[config.mk]
export PLATFORM = sky130hd
export DESIGN_NAME = bnau_top
export DESIGN_NICKNAME = d
export VERILOG_FILES = /design/src/rtl/bnau_pkg.sv /design/src/rtl/bnau_mnem_decode.sv /design/src/rtl/bnau_top.sv
export SDC_FILE = /design/constraint.sdc
export NUM_CORES = 1
export LEC_CHECK = 0
export BUFFER_PORTS_ARGS = -buffer_cell sky130_fd_sc_hd__buf_2
export CAP_MARGIN = 20
export CORE_MARGIN = 5
export CORE_UTILIZATION = 50
export CTS_BUF_LIST = sky130_fd_sc_hd__clkbuf_16
export DETAILED_ROUTE_END_ITERATION = 12
export PLACE_DENSITY = 0.77
export SLEW_MARGIN = 40
export SYNTH_ARGS = -nofsm -noshare
export SYNTH_HDL_FRONTEND = slang
export SYNTH_SLANG_ARGS = --single-unit
[constraint.sdc]
create_clock -name core_clk -period 4.3 [get_ports core_clk]
set_clock_uncertainty 0.05 [all_clocks]
set_input_delay 0.215 -clock core_clk [delete_from_list [all_inputs] [get_ports core_clk]]
set_output_delay 0.215 -clock core_clk [all_outputs]
set_load 0.01 [all_outputs]
[src/rtl/bnau_pkg.sv]
// ============================================================
// branch next address unit: shared constants and types
package bnau_pkg;

   // ============================================================
   // widths
   localparam int unsigned ADDR_W = 32;
   localparam int unsigned JUMP_OFF_W = 24;
   localparam int unsigned COND_OFF_W = 14;
   localparam int unsigned OPT_W = 5;
   localparam int unsigned SEL_W = 5;
   localparam int unsigned GROUP_W = 3;
   localparam int unsigned MNEM_W = 5;

   // ============================================================
   // option bit positions, bit 0 is the least significant bit
   localparam int unsigned OPT_IGNORE_COND_POS = 4;
   localparam int unsigned OPT_COND_SENSE_POS = 3;
   localparam int unsigned OPT_NO_DEC_POS = 2;
   localparam int unsigned OPT_ZERO_SENSE_POS = 1;
   localparam int unsigned OPT_HINT_POS = 0;

   // ============================================================
   // option codes of the simplified forms
   localparam logic [OPT_W-1:0] OPT_DNZ_FALSE = 5'h00;
   localparam logic [OPT_W-1:0] OPT_DZ_FALSE = 5'h02;
   localparam logic [OPT_W-1:0] OPT_IF_FALSE = 5'h04;
   localparam logic [OPT_W-1:0] OPT_DNZ_TRUE = 5'h08;
   localparam logic [OPT_W-1:0] OPT_DZ_TRUE = 5'h0A;
   localparam logic [OPT_W-1:0] OPT_IF_TRUE = 5'h0C;
   localparam logic [OPT_W-1:0] OPT_DNZ = 5'h10;
   localparam logic [OPT_W-1:0] OPT_DZ = 5'h12;
   localparam logic [OPT_W-1:0] OPT_ALWAYS = 5'h14;

   // ============================================================
   // condition bit offsets inside a group
   localparam logic [1:0] CBIT_LESS = 2'h0;
   localparam logic [1:0] CBIT_GREATER = 2'h1;
   localparam logic [1:0] CBIT_EQUAL = 2'h2;
   localparam logic [1:0] CBIT_OVERFLOW = 2'h3;

   // ============================================================
   // address step and reset values
   localparam logic [ADDR_W-1:0] INSN_STEP = 32'h0000_0004;
   localparam logic [ADDR_W-1:0] ADDR_RESET = 32'h0000_0000;
   localparam logic [ADDR_W-1:0] COUNT_RESET = 32'h0000_0000;
   localparam logic [ADDR_W-1:0] LINK_RESET = 32'h0000_0000;

   // ============================================================
   // simplified branch forms
   typedef enum logic [MNEM_W-1:0] {
      BNAU_M_DNZ = 5'h00,
      BNAU_M_DZ = 5'h01,
      BNAU_M_DNZF = 5'h02,
      BNAU_M_DZF = 5'h03,
      BNAU_M_DNZT = 5'h04,
      BNAU_M_DZT = 5'h05,
      BNAU_M_EQ = 5'h06,
      BNAU_M_NE = 5'h07,
      BNAU_M_LT = 5'h08,
      BNAU_M_GE = 5'h09,
      BNAU_M_GT = 5'h0A,
      BNAU_M_LE = 5'h0B,
      BNAU_M_SO = 5'h0C,
      BNAU_M_NS = 5'h0D,
      BNAU_M_BT = 5'h0E,
      BNAU_M_BF = 5'h0F,
      BNAU_M_ALWAYS = 5'h10
   } bnau_mnem_e;

   // resolver states
   typedef enum logic [1:0] {
      BNAU_S_IDLE = 2'b01,
      BNAU_S_DONE = 2'b10
   } bnau_state_e;

   // one branch request
   typedef struct packed {
      logic is_cond;
      logic absolute_addr_flag;
      logic link_update_flag;
      logic [JUMP_OFF_W-1:0] jump_offset_field;
      logic [COND_OFF_W-1:0] cond_offset_field;
      logic [OPT_W-1:0] branch_options_field;
      logic [SEL_W-1:0] condition_flag_select;
      logic [ADDR_W-1:0] current_fetch_address;
   } bnau_req_s;

   // one resolved branch
   typedef struct packed {
      logic taken;
      logic predict_hint;
      logic [ADDR_W-1:0] next_fetch_address;
   } bnau_res_s;

endpackage : bnau_pkg

[src/rtl/bnau_mnem_decode.sv]
`timescale 1ns/1ps
// ============================================================
// simplified form to option and condition bit codes
module bnau_mnem_decode (
   // form in
   input wire bnau_pkg::bnau_mnem_e mnem,
   input wire logic group_given,
   input wire logic [bnau_pkg::GROUP_W-1:0] condition_group_index,
   input wire logic [bnau_pkg::SEL_W-1:0] cr_bit,
   // codes out
   output logic [bnau_pkg::OPT_W-1:0] branch_options_field,
   output logic [bnau_pkg::SEL_W-1:0] condition_flag_select
);

   logic [bnau_pkg::GROUP_W-1:0] group;

   function automatic logic [bnau_pkg::SEL_W-1:0] group_bit(
      input logic [bnau_pkg::GROUP_W-1:0] g,
      input logic [1:0] offs
   );
      group_bit = {g, offs};
   endfunction : group_bit

   assign group = group_given ? condition_group_index : '0;

   always_comb
   begin
      branch_options_field = bnau_pkg::OPT_ALWAYS;
      condition_flag_select = '0;
      case (mnem)
         bnau_pkg::BNAU_M_DNZ: branch_options_field = bnau_pkg::OPT_DNZ;
         bnau_pkg::BNAU_M_DZ: branch_options_field = bnau_pkg::OPT_DZ;
         bnau_pkg::BNAU_M_DZF:
         begin
            branch_options_field = bnau_pkg::OPT_DZ_FALSE;
            condition_flag_select = cr_bit;
         end
         bnau_pkg::BNAU_M_DZT:
         begin
            branch_options_field = bnau_pkg::OPT_DZ_TRUE;
            condition_flag_select = cr_bit;
         end
         bnau_pkg::BNAU_M_DNZF:
         begin
            branch_options_field = bnau_pkg::OPT_DNZ_FALSE;
            condition_flag_select = cr_bit;
         end
         bnau_pkg::BNAU_M_DNZT:
         begin
            branch_options_field = bnau_pkg::OPT_DNZ_TRUE;
            condition_flag_select = cr_bit;
         end
         bnau_pkg::BNAU_M_BT:
         begin
            branch_options_field = bnau_pkg::OPT_IF_TRUE;
            condition_flag_select = cr_bit;
         end
         bnau_pkg::BNAU_M_BF:
         begin
            branch_options_field = bnau_pkg::OPT_IF_FALSE;
            condition_flag_select = cr_bit;
         end
         bnau_pkg::BNAU_M_LT:
         begin
            branch_options_field = bnau_pkg::OPT_IF_TRUE;
            condition_flag_select = group_bit(group, bnau_pkg::CBIT_LESS);
         end
         bnau_pkg::BNAU_M_GE:
         begin
            branch_options_field = bnau_pkg::OPT_IF_FALSE;
            condition_flag_select = group_bit(group, bnau_pkg::CBIT_LESS);
         end
         bnau_pkg::BNAU_M_GT:
         begin
            branch_options_field = bnau_pkg::OPT_IF_TRUE;
            condition_flag_select = group_bit(group, bnau_pkg::CBIT_GREATER);
         end
         bnau_pkg::BNAU_M_LE:
         begin
            branch_options_field = bnau_pkg::OPT_IF_FALSE;
            condition_flag_select = group_bit(group, bnau_pkg::CBIT_GREATER);
         end
         bnau_pkg::BNAU_M_EQ:
         begin
            branch_options_field = bnau_pkg::OPT_IF_TRUE;
            condition_flag_select = group_bit(group, bnau_pkg::CBIT_EQUAL);
         end
         bnau_pkg::BNAU_M_NE:
         begin
            branch_options_field = bnau_pkg::OPT_IF_FALSE;
            condition_flag_select = group_bit(group, bnau_pkg::CBIT_EQUAL);
         end
         bnau_pkg::BNAU_M_SO:
         begin
            branch_options_field = bnau_pkg::OPT_IF_TRUE;
            condition_flag_select = group_bit(group, bnau_pkg::CBIT_OVERFLOW);
         end
         bnau_pkg::BNAU_M_NS:
         begin
            branch_options_field = bnau_pkg::OPT_IF_FALSE;
            condition_flag_select = group_bit(group, bnau_pkg::CBIT_OVERFLOW);
         end
         bnau_pkg::BNAU_M_ALWAYS: branch_options_field = bnau_pkg::OPT_ALWAYS;
         default:
         begin
            branch_options_field = bnau_pkg::OPT_ALWAYS;
            condition_flag_select = '0;
         end
      endcase
   end

endmodule : bnau_mnem_decode

[src/rtl/bnau_top.sv]
`timescale 1ns/1ps
module bnau_top #(
   parameter int unsigned ADDR_W = bnau_pkg::ADDR_W
) (
   // clock and reset
   input wire logic core_clk,
   input wire logic reset_n,
   // branch request
   input wire logic req_valid,
   output logic req_ready,
   input wire bnau_pkg::bnau_req_s req,
   // condition register from the core
   input wire logic [ADDR_W-1:0] condition_reg,
   // counter and link loads from the core
   input wire logic count_load,
   input wire logic [ADDR_W-1:0] count_load_value,
   input wire logic link_load,
   input wire logic [ADDR_W-1:0] link_load_value,
   // simplified form decode
   input wire bnau_pkg::bnau_mnem_e mnem,
   input wire logic mnem_group_given,
   input wire logic [bnau_pkg::GROUP_W-1:0] mnem_group_index,
   input wire logic [bnau_pkg::SEL_W-1:0] mnem_cr_bit,
   output logic [bnau_pkg::OPT_W-1:0] mnem_options,
   output logic [bnau_pkg::SEL_W-1:0] mnem_select,
   // resolved branch
   output logic res_valid,
   output bnau_pkg::bnau_res_s res,
   // architected registers
   output logic [ADDR_W-1:0] loop_count_reg,
   output logic [ADDR_W-1:0] return_link_reg
);

   // ============================================================
   // reset release
   logic rst_meta_q;
   logic rst_sync_q;

   always_ff @(posedge core_clk or negedge reset_n)
   begin
      if (!reset_n)
      begin
         rst_meta_q <= 1'b0;
         rst_sync_q <= 1'b0;
      end
      else
      begin
         rst_meta_q <= 1'b1;
         rst_sync_q <= rst_meta_q;
      end
   end

   // ============================================================
   // helpers
   function automatic logic [ADDR_W-1:0] exts_jump(input logic [bnau_pkg::JUMP_OFF_W-1:0] f);
      exts_jump = {{(ADDR_W - bnau_pkg::JUMP_OFF_W - 2){f[bnau_pkg::JUMP_OFF_W-1]}}, f, 2'b00};
   endfunction : exts_jump

   function automatic logic [ADDR_W-1:0] exts_cond(input logic [bnau_pkg::COND_OFF_W-1:0] f);
      exts_cond = {{(ADDR_W - bnau_pkg::COND_OFF_W - 2){f[bnau_pkg::COND_OFF_W-1]}}, f, 2'b00};
   endfunction : exts_cond

   function automatic logic opt_bit(input logic [bnau_pkg::OPT_W-1:0] o, input int unsigned pos);
      opt_bit = o[pos];
   endfunction : opt_bit

   // ============================================================
   // simplified form decode
   bnau_mnem_decode u_mnem (
      .mnem(mnem),
      .group_given(mnem_group_given),
      .condition_group_index(mnem_group_index),
      .cr_bit(mnem_cr_bit),
      .branch_options_field(mnem_options),
      .condition_flag_select(mnem_select)
   );

   // ============================================================
   // branch evaluation
   bnau_pkg::bnau_state_e state_q;
   bnau_pkg::bnau_state_e state_d;
   logic [ADDR_W-1:0] count_q;
   logic [ADDR_W-1:0] count_d;
   logic [ADDR_W-1:0] link_q;
   logic [ADDR_W-1:0] link_d;
   bnau_pkg::bnau_res_s res_q;
   bnau_pkg::bnau_res_s res_d;
   logic [ADDR_W-1:0] base;
   logic [ADDR_W-1:0] disp;
   logic [ADDR_W-1:0] target;
   logic [ADDR_W-1:0] seq_addr;
   logic [ADDR_W-1:0] count_dec;
   logic decrement;
   logic cond_bit;
   logic ctr_ok;
   logic cond_ok;
   logic taken;
   logic fire;

   assign req_ready = 1'b1;
   assign fire = req_valid && rst_sync_q;

   assign base = req.absolute_addr_flag ? '0 : req.current_fetch_address;
   assign disp = req.is_cond ? exts_cond(req.cond_offset_field) : exts_jump(req.jump_offset_field);
   assign target = base + disp;
   assign seq_addr = req.current_fetch_address + bnau_pkg::INSN_STEP;

   // decrement on conditional branches when options bit 2 clear
   assign decrement = req.is_cond && !opt_bit(req.branch_options_field, bnau_pkg::OPT_NO_DEC_POS);
   assign count_dec = count_q - 1'b1;
   // condition bit 0 is the msb
   assign cond_bit = condition_reg[ADDR_W - 1 - int'(req.condition_flag_select)];

   assign ctr_ok = opt_bit(req.branch_options_field, bnau_pkg::OPT_NO_DEC_POS)
      || ((count_dec == '0) == opt_bit(req.branch_options_field, bnau_pkg::OPT_ZERO_SENSE_POS));
   assign cond_ok = opt_bit(req.branch_options_field, bnau_pkg::OPT_IGNORE_COND_POS)
      || (cond_bit == opt_bit(req.branch_options_field, bnau_pkg::OPT_COND_SENSE_POS));
   assign taken = !req.is_cond || (ctr_ok && cond_ok);

   always_comb
   begin
      state_d = state_q;
      count_d = count_q;
      link_d = link_q;
      res_d = res_q;
      case (state_q)
         bnau_pkg::BNAU_S_IDLE,
         bnau_pkg::BNAU_S_DONE:
         begin
            state_d = fire ? bnau_pkg::BNAU_S_DONE : bnau_pkg::BNAU_S_IDLE;
         end
         default:
         begin
            state_d = bnau_pkg::BNAU_S_IDLE;
         end
      endcase
      if (count_load)
      begin
         count_d = count_load_value;
      end
      if (link_load)
      begin
         link_d = link_load_value;
      end
      if (fire)
      begin
         if (decrement)
         begin
            count_d = count_dec;
         end
         if (req.link_update_flag)
         begin
            link_d = seq_addr;
         end
         res_d.taken = taken;
         res_d.predict_hint = opt_bit(req.branch_options_field, bnau_pkg::OPT_HINT_POS);
         // low two bits forced to zero
         res_d.next_fetch_address = {(taken ? target[ADDR_W-1:2] : seq_addr[ADDR_W-1:2]), 2'b00};
      end
   end

   always_ff @(posedge core_clk or negedge rst_sync_q)
   begin
      if (!rst_sync_q)
      begin
         state_q <= bnau_pkg::BNAU_S_IDLE;
         count_q <= bnau_pkg::COUNT_RESET;
         link_q <= bnau_pkg::LINK_RESET;
         res_q <= '{taken: 1'b0, predict_hint: 1'b0, next_fetch_address: bnau_pkg::ADDR_RESET};
      end
      else
      begin
         state_q <= state_d;
         count_q <= count_d;
         link_q <= link_d;
         res_q <= res_d;
      end
   end

   // ============================================================
   // outputs
   assign res_valid = (state_q == bnau_pkg::BNAU_S_DONE);
   assign res = res_q;
   assign loop_count_reg = count_q;
   assign return_link_reg = link_q;

endmodule : bnau_top

==> results.toml <==
[run_status]
status = "finished clean"

[sta]
worst_pin_slew_ps = 857
fmax_mhz = 252
setup-violations-final = 0
rsz0062_at_grt = "false"
fin_setup_tns_ps = 0
layout_worst_path_cycle_share_pct = 92.4
relSlewSlack_pct = 42.7
finalHoldViolCount = 0
maxSlewViolCount = 0
finalCriticalPeriod_ps = 3970

[synth]
synthArstFlopShare_pct = 100
netlist_area_um2 = 8690
synth_edf_count = 0
syn_area_per_cell_um2 = 8.06
synth_cells = 1078
yosys_warnings = 0
synthTopCellsByCount = "nand2_1 (106), dfrtp_1 (99), nor2_1 (97)"
synth.largest_area_cell = "dfrtp_1"
synth.distinct_cells = 77
synth_most_common_cell = "nand2_1"
netlist.area_leader.share_pct = 28.5
synth-main-ff-cell = "dfrtp_1"
synth_area_leaders = "dfrtp_1 (29%), o21ai_0 (5.2%), ha_1 (4.8%), nand2_1 (4.6%), mux2_2 (4.5%)"
ys_seq_area_share_pct = 28.8
ys_ff_latch = 100

[final_layout]
drive_gt1_share_pct = 30.4
finalNetCount = 1574
syn_to_final_growth_pct = 22.9

[drt]
firstDrtPassIters = 7
drt-wirelength-per-cell_um = 18.8
dr_total_vias = 9374
drcViolationCount = 0
drt_iter0_markers = 710
ant_nets = 0
wl_um = 29600
avgViaCountPerCell = 5.95

[placed_design]
place_hpwl_um = 23400
gp_congestion = 0.940
io_buffers = 303

[clock_network]
cts_resized = 0
cts_setup_buffers = 0
cts_tree = "yes"
cts_root_buf = "clkbuf_16"
ctsLongestPathBuffers = 2
clk_latency_ps = 350
clkTransAtPathRegs_ps = 70
cts_made_buffers = 9
numClockSinks = 100
htreeDepth = 3

[floorplan]
die_w_um = 142
die_h_um = 142
core_region_area_um2 = 17200
ios = 308
rows = 48
die-area_um2 = 20100
initial_core_util_pct = 50.6

[grt]
grt_pass1_vias = 8839
grt_pass1_wl_um = 46800
grt_max_degree = 65
overflow = 0
antenna_found_initial = 1
grt.total_usage_pct = 28.6

[worst_setup_path]
critPathRequiredTime_ps = 4520
startpoint_type = "flop"
cp_data_arrival_time_ps = 4190
end_kind = "flop"
critPathKind = "flop to flop"
crit_fanout = 18

[power]
total_power_mw = 3.23
power.leakage_nw = 4.94
p_per_area_nw_per_um2 = 302
ir_drop_uv = 189

[flow_run]
drv_cap = 0

[worst_hold_path]
min_path_type = "input port to flop"
==> what timing repair did <==
item / in CTS / in global routing
endpoints found under the setup margin: 0 / 0
hold buffers: 1 / 0
endpoints found under the hold margin: 2 / 0
==> stage by stage <==
stage	utilization, %	hold slack (ps)	setup WS, ps	cell area [um^2]	cells
3_3_place_gp	60.2	-49.3	563	10300	1555
3_5_place_dp	60.2	-46.9	346	10300	1555
2_1_floorplan	-	-131	26.0	8700	1081
6_report	62.2	5.98	328	10700	1575
4_1_cts	62.1	3.73	355	10700	1572
5_1_grt	62.1	27.8	19.5	10700	1572
==> report_power, final <==
group          internal (mW)  switching, mW
Clock                  0.416          0.415
Sequential              1.08          0.168
Combinational          0.503          0.645
Total                   2.00           1.23
==> critical path, stage by stage, from the launching register on <==
cell and delay, ps:
dfrtp_1 450, inv_1 150, ha_1 260, or3b_2 530
nor4b_1 550, xnor2_1 180, nand4_1 130, nor4_1 190
nand4_1 220, mux2i_4 550, buf_4 310, nand3_1 100
a31oi_1 210
==> final cells by class <==
class	count	area, um^2
Antenna cell	3	7.51
Clock buffer	9	225
Clock inverter	7	76.3
Fill cell	1545	6500
Inverter	38	143
Multi-Input combinational cell	871	5760
Sequential cell	100	2510
Tap cell	225	282
Timing Repair Buffer	322	1680
==> cell usage in the layout (no fill, tap or decap), types with 31 or more instances in the layout <==
cell,Yosys,routed
a21oi_1,71,71
buf_2,6,302
dfrtp_1,99,98
ha_1,33,33
inv_1,38,38
mux2_2,35,35
nand2_1,106,105
nand3_1,54,54
nor2_1,97,96
nor2b_1,36,36
o21ai_0,90,89
xnor2_1,32,32
xor2_1,31,31
==> cell families (layout without fill, tap and decap cells) <==
logic type	count (synthesis)	in the layout	synth area share, %
AO/OA/AOI/OAI	292	292	21.0
XOR/XNOR	63	63	6.35
adder cells (fa/ha/maj)	34	34	4.98
buffers and inverters	110	376	5.53
flip-flops	100	100	28.8
multiplexers	59	59	8.78
other	2	8	0.0864
AND/OR/NAND/NOR	418	418	24.5
==> routing by layer <==
layer / up-vias / routed length [um] / GRT usage, % / part of all wire (%)
met5: - / 13 / 0 / 0.044
met4: 2 / 800 / 9.34 / 2.7
met3: 66 / 3000 / 4.82 / 10
met2: 515 / 13600 / 44.9 / 46
met1: 4366 / 12200 / 40.2 / 41
li1: 4425 / - / - / -
==> final timing paths <==
| kind | start | endpoint | slack [ps] | cells after the start |
|---|---|---|---|---|
| max in group asynchronous | rst_sync_q | res[24] | 2770 | 1 |
| worst min-delay path | req[37] | res[32] | 6 | 3 |
| min in group asynchronous | reset_n | rst_sync_q | 160 | 2 |
| worst min register to register | rst_sync_q | return_link_reg[15] | 280 | 0 |
| worst max register to register | loop_count_reg[1] | res[15] | 330 | 12 |
| worst max-delay path | loop_count_reg[1] | res[15] | 330 | 12 |
Power figures use the tool's default switching activity.
